--- config.mk ---
export PLATFORM = sky130hd
export DESIGN_NAME = adcctl_regs
export DESIGN_NICKNAME = d
export VERILOG_FILES = /design/src/adcctl_pkg.sv /design/src/adcctl_regs.sv /design/src/adcctl_clkdiv.sv
export VERILOG_INCLUDE_DIRS = /design/src /design/src/src
export SDC_FILE = /design/constraint.sdc
export NUM_CORES = 1
export LEC_CHECK = 0
export BUFFER_PORTS_ARGS = -buffer_cell sky130_fd_sc_hd__buf_2
export CORE_ASPECT_RATIO = 1.1
export CORE_MARGIN = 4
export CORE_UTILIZATION = 55
export DETAILED_ROUTE_END_ITERATION = 10
export HOLD_SLACK_MARGIN = 0.08
export PLACE_DENSITY = 0.85
export SLEW_MARGIN = 25
export SYNTH_ARGS = -nofsm -noshare
export SYNTH_HDL_FRONTEND = slang
export SYNTH_SLANG_ARGS = --single-unit
export TNS_END_PERCENT = 10
--- constraint.sdc ---
create_clock -name core_clk -period 5 [get_ports core_clk]
set_input_delay 1 -clock core_clk [delete_from_list [all_inputs] [get_ports core_clk]]
set_output_delay 1 -clock core_clk [all_outputs]
set_load 0.01 [all_outputs]
--- src/adcctl_defs.svh ---
/*
  Register offsets, field positions, reset values and timing counts for the
  converter control block. Included by the package and design files.
*/
`ifndef ADCCTL_DEFS_SVH
`define ADCCTL_DEFS_SVH

// ----------------------------------------------------------------
// register byte addresses
// ----------------------------------------------------------------
`define ADCCTL_OFS_CTRL_FIRST   4'h0
`define ADCCTL_OFS_CTRL_SECOND  4'h4
`define ADCCTL_OFS_PIN_ENABLE   4'h8
`define ADCCTL_OFS_RESULT       4'hC

// ----------------------------------------------------------------
// field positions
// ----------------------------------------------------------------
`define ADCCTL_B_START          7
`define ADCCTL_B_BUSY           6
`define ADCCTL_B_POWER_OFF      5
`define ADCCTL_B_ALIGN          4
`define ADCCTL_B_INT_SRC        7
`define ADCCTL_B_BG_EN          6
`define ADCCTL_B_REF_SEL        4

// ----------------------------------------------------------------
// reset values, masks and the undefined divider code
// ----------------------------------------------------------------
`define ADCCTL_RST_FIRST        8'h60
`define ADCCTL_RST_SECOND       8'h00
`define ADCCTL_RST_PINS         4'hF
`define ADCCTL_MASK_FIRST       8'hF3
`define ADCCTL_MASK_SECOND      8'hD7
`define ADCCTL_CLK_UNDEF        3'h7

// ----------------------------------------------------------------
// timing
// ----------------------------------------------------------------
`define ADCCTL_CONV_CYCLES      16

`endif

--- src/adcctl_pkg.sv ---
/*
  Types for the converter control block.
  Assumes adcctl_defs.svh is on the include path.
*/
`include "adcctl_defs.svh"

package adcctl_pkg;

  typedef enum logic [1:0] {
    CONV_IDLE,
    CONV_ARMED,
    CONV_RUN
  } adcctl_state_t;

  // routing decisions handed to the analog core and pin mux
  typedef struct packed {
    logic       power_off;
    logic       conv_reset;
    logic       internal_src_sel;
    logic [3:0] chan_onehot;
    logic       bandgap_on;
    logic       ref_source_sel;
  } adcctl_analog_t;

  typedef struct packed {
    logic [3:0] analog_pin_enables;
    logic       ref_pin_exclusive;
  } adcctl_pins_t;

endpackage : adcctl_pkg

--- src/adcctl_regs.sv ---
/*
  Converter control registers behind an Avalon-MM slave.
  Assumes a master that holds requests until waitrequest is low; the
  analog core reports completion through conv_done, or the internal
  cycle count ends the conversion when conv_done is never seen.
*/
// The address map and the Avalon-MM interface to the registers are this design's own decisions.
`timescale 1ns/100ps
`include "adcctl_defs.svh"

module adcctl_regs #(
  parameter int CONV_CYCLES = `ADCCTL_CONV_CYCLES
) (
  input  wire logic                 core_clk,
  input  wire logic                 rstn,
  input  wire logic [3:0]           avs_address,
  input  wire logic                 avs_read,
  input  wire logic                 avs_write,
  input  wire logic [31:0]          avs_writedata,
  input  wire logic [3:0]           avs_byteenable,
  output logic      [31:0]          avs_readdata,
  output logic                      avs_waitrequest,
  input  wire logic [11:0]          conv_result,
  input  wire logic                 conv_done,
  input  wire logic                 low_voltage_reset_detect,
  output adcctl_pkg::adcctl_analog_t analog_ctrl,
  output adcctl_pkg::adcctl_pins_t  pin_ctrl,
  output logic                      conv_clk_en,
  output logic                      conv_start,
  output logic                      conv_irq_pulse
);
  import adcctl_pkg::*;

  // ----------------------------------------------------------------
  // state
  // ----------------------------------------------------------------
  logic [7:0]    first_reg;
  logic [7:0]    first_next;
  logic [7:0]    second_reg;
  logic [7:0]    second_next;
  logic [3:0]    pins_reg;
  logic [3:0]    pins_next;
  logic          ack_reg;
  logic          ack_next;
  logic [31:0]   rdata_reg;
  logic [31:0]   rdata_next;
  adcctl_state_t state_reg;
  adcctl_state_t state_next;
  logic          busy_reg;
  logic          busy_next;
  logic [15:0]   cyc_reg;
  logic [15:0]   cyc_next;
  logic          start_pulse_reg;
  logic          start_pulse_next;
  logic          done_pulse_reg;
  logic          done_pulse_next;
  logic [11:0]   result_reg;
  logic [11:0]   result_next;

  logic          req;
  logic          wr_hit;
  logic [7:0]    wbyte;
  logic          start_bit;
  logic [31:0]   result_word;
  logic          conv_end;

  assign req   = avs_read | avs_write;
  assign wr_hit = avs_write & ~ack_reg & avs_byteenable[0];
  assign wbyte = avs_writedata[7:0];
  assign start_bit = first_reg[`ADCCTL_B_START];

  // one wait cycle then an answer, every access
  assign avs_waitrequest = req & ~ack_reg;
  assign avs_readdata    = rdata_reg;

  // ----------------------------------------------------------------
  // conversion clock divider
  // ----------------------------------------------------------------
  adcctl_clkdiv u_clkdiv (
    .core_clk    (core_clk),
    .rstn        (rstn),
    .div_sel     (second_reg[2:0]),
    .conv_clk_en (conv_clk_en)
  );

  // ----------------------------------------------------------------
  // result alignment
  // ----------------------------------------------------------------
  // left or right aligned, high byte above low byte
  always_comb begin
    if (first_reg[`ADCCTL_B_ALIGN]) begin
      result_word = {20'h00000, result_reg};
    end else begin
      result_word = {16'h0000, result_reg, 4'h0};
    end
  end

  // ----------------------------------------------------------------
  // bus and registers
  // ----------------------------------------------------------------
  always_comb begin
    first_next  = first_reg;
    second_next = second_reg;
    pins_next   = pins_reg;
    ack_next    = req & ~ack_reg;
    rdata_next  = rdata_reg;
    if (wr_hit) begin
      if (avs_address == `ADCCTL_OFS_CTRL_FIRST) begin
        // busy bit kept, not writable; holes masked
        first_next = (wbyte & `ADCCTL_MASK_FIRST & 8'hBF)
                   | (first_reg & 8'h40);
      end else if (avs_address == `ADCCTL_OFS_CTRL_SECOND) begin
        // bits 5 and 3 never stored
        second_next = wbyte & `ADCCTL_MASK_SECOND;
      end else if (avs_address == `ADCCTL_OFS_PIN_ENABLE) begin
        pins_next = wbyte[3:0];
      end
    end
    first_next[`ADCCTL_B_BUSY] = busy_next;
    if (avs_read & ~ack_reg) begin
      if (avs_address == `ADCCTL_OFS_CTRL_FIRST) begin
        rdata_next = {24'h000000, first_reg};
      end else if (avs_address == `ADCCTL_OFS_CTRL_SECOND) begin
        rdata_next = {24'h000000, second_reg};
      end else if (avs_address == `ADCCTL_OFS_PIN_ENABLE) begin
        rdata_next = {28'h0000000, pins_reg};
      end else if (avs_address == `ADCCTL_OFS_RESULT) begin
        rdata_next = result_word;
      end else begin
        rdata_next = 32'h00000000;
      end
    end
  end

  // ----------------------------------------------------------------
  // conversion sequencer
  // ----------------------------------------------------------------
  assign conv_end = conv_done
                  | (cyc_reg >= 16'(CONV_CYCLES - 1) & conv_clk_en);

  always_comb begin
    state_next       = state_reg;
    busy_next        = busy_reg;
    cyc_next         = cyc_reg;
    start_pulse_next = 1'b0;
    done_pulse_next  = 1'b0;
    result_next      = result_reg;
    case (state_reg)
      CONV_IDLE: begin
        if (start_bit) begin
          state_next = CONV_ARMED;
        end
      end
      CONV_ARMED: begin
        if (!start_bit) begin
          state_next       = CONV_RUN;
          cyc_next         = 16'h0000;
          start_pulse_next = 1'b1;
        end
      end
      CONV_RUN: begin
        if (start_bit) begin
          state_next = CONV_ARMED;
        end else if (conv_end) begin
          state_next      = CONV_IDLE;
          busy_next       = 1'b0;
          done_pulse_next = 1'b1;
          result_next     = conv_result;
        end else if (conv_clk_en) begin
          cyc_next = cyc_reg + 16'h0001;
        end
      end
      default: begin
        state_next = CONV_IDLE;
      end
    endcase
    if (start_bit) begin
      busy_next = 1'b1;
    end
  end

  always_ff @(posedge core_clk or negedge rstn) begin
    if (!rstn) begin
      first_reg       <= `ADCCTL_RST_FIRST;
      second_reg      <= `ADCCTL_RST_SECOND;
      pins_reg        <= `ADCCTL_RST_PINS;
      ack_reg         <= 1'b0;
      rdata_reg       <= 32'h00000000;
      state_reg       <= CONV_IDLE;
      busy_reg        <= 1'b1;
      cyc_reg         <= 16'h0000;
      start_pulse_reg <= 1'b0;
      done_pulse_reg  <= 1'b0;
      result_reg      <= 12'h000;
    end else begin
      first_reg       <= first_next;
      second_reg      <= second_next;
      pins_reg        <= pins_next;
      ack_reg         <= ack_next;
      rdata_reg       <= rdata_next;
      state_reg       <= state_next;
      busy_reg        <= busy_next;
      cyc_reg         <= cyc_next;
      start_pulse_reg <= start_pulse_next;
      done_pulse_reg  <= done_pulse_next;
      result_reg      <= result_next;
    end
  end

  // ----------------------------------------------------------------
  // analog and pin routing
  // ----------------------------------------------------------------
  always_comb begin
    // power control straight from the bit
    analog_ctrl.power_off  = first_reg[`ADCCTL_B_POWER_OFF];
    // converter held in reset while start is high
    analog_ctrl.conv_reset = start_bit;
    analog_ctrl.internal_src_sel = second_reg[`ADCCTL_B_INT_SRC];
    if (second_reg[`ADCCTL_B_INT_SRC]) begin
      analog_ctrl.chan_onehot = 4'h0;
    end else begin
      analog_ctrl.chan_onehot = 4'(5'h01 << first_reg[1:0]);
    end
    // bandgap off unless used or needed by lvr
    analog_ctrl.bandgap_on = second_reg[`ADCCTL_B_BG_EN]
                           | low_voltage_reset_detect;
    analog_ctrl.ref_source_sel = second_reg[`ADCCTL_B_REF_SEL];
    // enable removes digital use and pull-high
    pin_ctrl.analog_pin_enables = pins_reg;
    pin_ctrl.ref_pin_exclusive  = second_reg[`ADCCTL_B_REF_SEL];
  end

  assign conv_start     = start_pulse_reg;
  assign conv_irq_pulse = done_pulse_reg;
endmodule : adcctl_regs

--- src/adcctl_clkdiv.sv ---
/*
  Converter clock divider: enable pulse every 2**sel system clocks.
  Assumes one system clock; code 7 is treated as divide-by-1.
*/
`timescale 1ns/100ps
`include "adcctl_defs.svh"

module adcctl_clkdiv (
  input  wire logic       core_clk,
  input  wire logic       rstn,
  input  wire logic [2:0] div_sel,
  output logic            conv_clk_en
);
  import adcctl_pkg::*;

  logic [5:0] cnt_reg;
  logic [5:0] cnt_next;
  logic [5:0] limit;

  // ----------------------------------------------------------------
  // divider
  // ----------------------------------------------------------------
  // synchronous counter
  always_comb begin
    if (div_sel == `ADCCTL_CLK_UNDEF) begin
      limit = 6'h00;
    end else begin
      limit = 6'((7'h01 << div_sel) - 7'h01);
    end
    if (cnt_reg >= limit) begin
      cnt_next = 6'h00;
    end else begin
      cnt_next = cnt_reg + 6'h01;
    end
  end

  always_ff @(posedge core_clk or negedge rstn) begin
    if (!rstn) begin
      cnt_reg <= 6'h00;
    end else begin
      cnt_reg <= cnt_next;
    end
  end

  assign conv_clk_en = (cnt_reg >= limit);

endmodule : adcctl_clkdiv

# ---- Word-level counts from Yosys, hierarchy flattened
# Cells that the tools add are included.
dict set report word_totals {
  reg_bits 89
  n_memories 0
  out_inout_bits 50
  word_cells 82
  latchBits 0
  input_bits 58
  mem_bits_ro 0
  mem_bits_rw 0
}
dict set report op_classes {
  div_mod_pow 0
  shift 2
  mux 26
  n_eq_ne 12
  reduce_logical 12
  n_addsub 3
  bitwise 13
  n_lt_le_gt_ge 2
  mul 0
}
# op n
set op_table {}
lappend op_table {{two-way mux 16 bit} 9}
lappend op_table {{case mux 16 bit (2 select lines)} 1}
lappend op_table {{adder 16 x 1 -> 16 bit (second input constant)} 1}
lappend op_table {{greater-or-equal comparator 16 x 4 -> 1 bit (second input constant)} 1}
lappend op_table {{two-way mux 6 bit} 2}
lappend op_table {{inequality test 2 bit (second input constant)} 5}
lappend op_table {{AND reduction 3 bit} 3}
lappend op_table {{equality test 4 bit (second input constant)} 2}
lappend op_table {{two-way mux 1 bit} 8}
lappend op_table {{two-way mux 2 bit} 4}
lappend op_table {{OR 8 x 7 -> 8 bit} 1}
lappend op_table {{adder 6 x 1 -> 6 bit (second input constant)} 1}
lappend op_table {{greater-or-equal comparator 6 bit} 1}
lappend op_table {{case mux 2 bit (3 select lines)} 1}
lappend op_table {{nonzero test 2 bit} 3}
lappend op_table {{<< shifter 1 x 3 -> 6 bit (first input constant)} 1}
lappend op_table {{subtractor 6 x 1 -> 6 bit (second input constant)} 1}
lappend op_table {{bitwise AND 1 bit} 5}
lappend op_table {{AND reduction 5 bit} 1}
lappend op_table {{equality test 4 x 3 -> 1 bit (second input constant)} 1}
lappend op_table {{zero test 4 bit} 1}
lappend op_table {{two-way mux 4 bit} 1}
lappend op_table {{inverter 1 bit} 4}
lappend op_table {{AND reduction 2 bit} 2}
lappend op_table {{other kinds (8)} 10}

# ---- Logic depth before layout (Yosys ltp)
dict set report depth {
  word_depth 9
  mapped_depth 16
  mapped_depth_nobuf 14
}

# ---- By module
# A second synthesis with hierarchy kept.
dict set report hier_totals {
  hier_cells 308
  area_unflattened_um2 3609.7
}
# mod cells_per_inst instances area_each_um2
set by_module_without_submodules {}
lappend by_module_without_submodules {adcctl_regs 249 1 3090.5}
lappend by_module_without_submodules {adcctl_clkdiv 59 1 519.2}

# ---- Least setup slack after synthesis
# No wires, ideal clock.
dict set report synth_path {
  kind {register to output}
  start {register second_reg[2]}
  end {output port conv_clk_en}
  path_stages_with_launch 12
  t_arrival_ns 2.307
  required_time_ns 4.000
  n_path_buf 1
  slack_ns 1.693
  path_cell_list {dfrtp_1 -> clkbuf_1 -> or3_1 -> ha_1 -> nor2b_1 -> nor3_1 -> a21oi_1 -> ha_1 -> nand2_1 -> nor2_1 -> a21oi_4 -> inv_1}
}
dict set report synth_between {
  elab_chain_cells 4
  word_cells_on_any_way 5
}
# element line_no
set synth_rtl {}
lappend synth_rtl {{from (decl)} adcctl_regs.sv:39} ;# logic [7:0] second_reg;
lappend synth_rtl {{from (signal assigned)} adcctl_regs.sv:185} ;# second_reg <= `ADCCTL_RST_SECOND;
lappend synth_rtl {{from (signal assigned)} adcctl_regs.sv:197} ;# second_reg <= second_next;
lappend synth_rtl {{<< shifter 1 x 3 -> 6 bit} adcctl_clkdiv.sv:28} ;# limit = 6'((7'h01 << div_sel) - 7'h01);
lappend synth_rtl {{subtractor 6 x 1 -> 6 bit} adcctl_clkdiv.sv:28}
lappend synth_rtl {{two-way mux 6 bit *} adcctl_clkdiv.sv:25} ;# if (div_sel == `ADCCTL_CLK_UNDEF) begin
lappend synth_rtl {{greater-or-equal comparator 6 bit *} adcctl_clkdiv.sv:45} ;# assign conv_clk_en = (cnt_reg >= limit);
lappend synth_rtl {{to (decl)} adcctl_regs.sv:28} ;# output logic conv_clk_en,
# Mark *: on every way between the ends. The rest lies on a longest branch, timed or not.

# ---- Final worst setup path
# Same ends and word-level chain as after synthesis.

==> flow_metrics.env <==
export IMPL_reg2reg_depth=12
export IMPL_ctsHoldBuffers=0
export IMPL_final_hold_viol_count=0
export IMPL_worst_slew_pin_slew_ns=0.865
export IMPL_dp_hpwl_um=5170
export IMPL_clock_sinks=71
export IMPL_core_area_um2=6160
export IMPL_setup_violations=0
export IMPL_regToRegEndpoint="result_reg[10]"
export IMPL_cts_tree="built"
export IMPL_start_util_pct=56.8
export IMPL_crit_buf_inv=2
export IMPL_route_detailed_drc=0
export IMPL_grt_pass1_wl_um=11700
export IMPL_start_kind="flip-flop"
export IMPL_rsz0062_at_grt="no"
export IMPL_reg2reg_from="second_reg[2]"
export IMPL_grt_use_total_pct=19.3
export IMPL_clockBufferDepth=2
export IMPL_finalWirelength_um=6940
export IMPL_drtAntennaViolNets=0
export IMPL_critPathTopFamily="simple AND/OR/NAND/NOR gates"
export IMPL_cp_depth=11
export IMPL_seq_area_frac_synth_pct=51.1
export IMPL_post_drt_wl_per_cell_um=15.4
export IMPL_drive_above_1_share_pct=33.2
export IMPL_gp_congestion=0.856
export IMPL_post_drt_via_cell_ratio=5.40
export IMPL_yosysWarnings=0
export IMPL_cts_resized=0
export IMPL_synth_top_area_cell="dfrtp_1"
export IMPL_crit_chain="or3_1 -> ha_1 -> nor2b_1 -> nor3_1 -> a21oi_1 -> ha_1 -> nand2_1 -> o21ai_1 -> a21oi_4 -> inv_1 -> buf_2"
export IMPL_grt_pass1_vias=2429
export IMPL_numCtsBuffers=9
export IMPL_max_stage_delay_ns=0.47
export IMPL_setup_tns_ns=0
export IMPL_netlist_cell_type_count=52
export IMPL_period_needed_ns=3.99
export IMPL_hold_path_end="ack_reg"
export IMPL_ys_ff_latch=71
export IMPL_antenna_found_initial=0
export IMPL_finClkSkew_ns=0.0109
export IMPL_fin_util_pct=65.2
export IMPL_maxCapViolations=0
export IMPL_die_h_um=91.6
export IMPL_dp_cells=435
export IMPL_clock_latency_ns=0.35
export IMPL_clock_fmax_mhz=251
export IMPL_die_w_um=84
export IMPL_synth_area_per_cell_um2=11.5
export IMPL_nets=433
export IMPL_synthArstFlopShare_pct=100
export IMPL_areaGrowthSynthToFinish_pct=14.8
export IMPL_overflow=0
export IMPL_crit_required_ns=4.00
export IMPL_cp_arrival_ns=2.99
export IMPL_cpMaxStageDelayCell="dfrtp_1"
export IMPL_cpMostUsedCell="ha_1"
export IMPL_synth_top_area_share_pct=46.5
export IMPL_syn_area_um2=3490
export IMPL_final_max_slew_viol_count=0
export IMPL_min_period_over_period_pct=79.7
export IMPL_drt_iter0_drc=159
export IMPL_layout_cells_non_filler=451
export IMPL_synth_edf_count=0
export IMPL_whs_path_depth=1
export IMPL_buffer_ports_inserted=64
export IMPL_firstDrtPassIters=4
export IMPL_worstHoldPathType="flip-flop to flip-flop"
export IMPL_cts_root_buf="clkbuf_8"
export IMPL_cp_max_fo=9
export IMPL_cts_max_level=3
export IMPL_p_leak_nw=2.01
export IMPL_yosys_top_cells_area="dfrtp_1 47%, mux2_2 5.8%, dfstp_2 4.5%, buf_4 4.5%, mux2_4 3.4%"
export IMPL_outcome="completed"
export IMPL_synth_ff_type="dfrtp_1"
export IMPL_path_class="flip-flop to output port"
export IMPL_max_vdd_ir_drop_uv=270
export IMPL_num_rows=30
export IMPL_antennaDiodeCount=0
export IMPL_cts_setup_buffers=0
export IMPL_die_area_um2=7690
export IMPL_grt_max_degree=38
export IMPL_synth_cells=305
export IMPL_clkTransAtPathRegs_ns=0.08
export IMPL_reg2reg_slack_ns=1.54
export IMPL_n_fill_cell=463
export IMPL_hold_path_startpoint="ack_reg"
export IMPL_ioPinCount=108
export IMPL_relSlewSlack_pct=42.3
export IMPL_power_density_nw_per_um2=454
export IMPL_end_kind="output port"
export IMPL_vias=2437
==> cells by family after synthesis <==
logic type | Yosys count | synth area share, %
adders and majority gates | 9 | 3.22
DFF | 71 | 51.1
other | 1 | 0.107
and+or+nand+nor | 100 | 15.6
muxes | 39 | 13.7
AOI/OAI and AO/OA | 45 | 8.95
buffers and inverters | 36 | 6.34
xor gates and xnor gates | 4 | 1.00
==> power by group <==
part,internal (mW),switching [mW],total [mW]
sequential,0.691,0.118,0.810
combinational,0.240,0.252,0.491
clock,0.288,0.234,0.521
total,1.22,0.604,1.82
==> worst register-to-register path, stage by stage (launching register included) <==
cell	delay (ns)
dfrtp_1	0.47
or3_1	0.43
ha_1	0.25
nor2b_1	0.16
nor3_1	0.19
a21oi_1	0.07
ha_1	0.27
nand2_1	0.06
o21ai_1	0.22
a21oi_4	0.09
inv_1	0.24
o211a_2	0.51
mux2_2	0.40
==> synthesized netlist by cell type, types with 2 or more instances <==
cell type and number:
nand2b_1 6, or4_1 3, nand3b_1 4, dfstp_2 6
nor3_1 3, nand2_1 29, clkbuf_1 6, nor3b_1 3
buf_4 21, a22o_1 7, and2_1 3, mux2i_1 10
dfrtp_1 65, ha_1 9, xor2_1 2, mux2_4 8
o22ai_1 3, mux2_2 18, nor2b_1 15, nor2_1 17
inv_1 5, xnor2_1 2, buf_1 3, nand3_1 6
mux4_2 2, o21ai_0 11, a21o_1 2, o31ai_1 6
a21oi_1 7
==> cell type report <==
type / instances / area [µm²] / share of cell area [%]
multi-input cells: 213 / 1550 / 38.5
flip-flops and latches: 71 / 1780 / 44.5
repair buffers: 66 / 335 / 8.36
inverters: 5 / 18.8 / 0.468
clock inverters: 7 / 105 / 2.62
well taps: 80 / 100 / 2.49
clock buffers: 9 / 124 / 3.09
==> worst max-delay path by stage <==
stage                             start           to
final                     second_reg[2]  conv_clk_en
after detailed placement  second_reg[2]  conv_clk_en
after CTS                 second_reg[2]  conv_clk_en
after floorplan           second_reg[2]  conv_clk_en
after global routing      second_reg[2]  conv_clk_en
after global placement    second_reg[2]  conv_clk_en
==> stage by stage <==
stage	total power [mW]	worst slack [ns]	hold WS, ns	area [µm²]
6_report	1.82	1.01	0.453	4010
5_1_grt	1.93	0.782	0.478	4010
4_1_cts	1.83	0.985	0.459	4010
3_5_place_dp	1.31	1.38	0.453	3780
3_3_place_gp	1.28	1.43	0.430	3780
2_1_floorplan	1.16	1.69	0.455	3550
==> placed cells by master (no fill, tap or decap), types with 3 or more instances in the layout <==
cell type,netlist,layout
o22ai_1,3,3
o31ai_1,6,6
ha_1,9,9
conb_1,1,16
mux2_2,18,18
clkbuf_8,0,9
nand2_1,29,29
nand2b_1,6,6
buf_2,0,64
or4_1,3,3
nand3b_1,4,4
nor2_1,17,17
nor3_1,3,3
mux2i_1,10,10
nor2b_1,15,15
o21ai_0,11,11
nand3_1,6,6
and2_1,3,3
nor3b_1,3,3
dfrtp_1,65,65
dfstp_2,6,6
mux2_4,8,8
a22o_1,7,7
a21oi_1,7,7
inv_1,5,5
==> metal layers <==
metal | share of wire [%] | wire (µm) | up-vias | GRT usage [%]
li1 | - | - | 1159 | -
met1 | 42 | 2920 | 1186 | 24.3
met2 | 50 | 3480 | 82 | 32.0
met3 | 6.0 | 414 | 10 | 4.54
met4 | 1.8 | 128 | 0 | 8.18
met5 | 0 | 0 | - | 0
No activity file was read; power rests on OpenSTA's default activity.
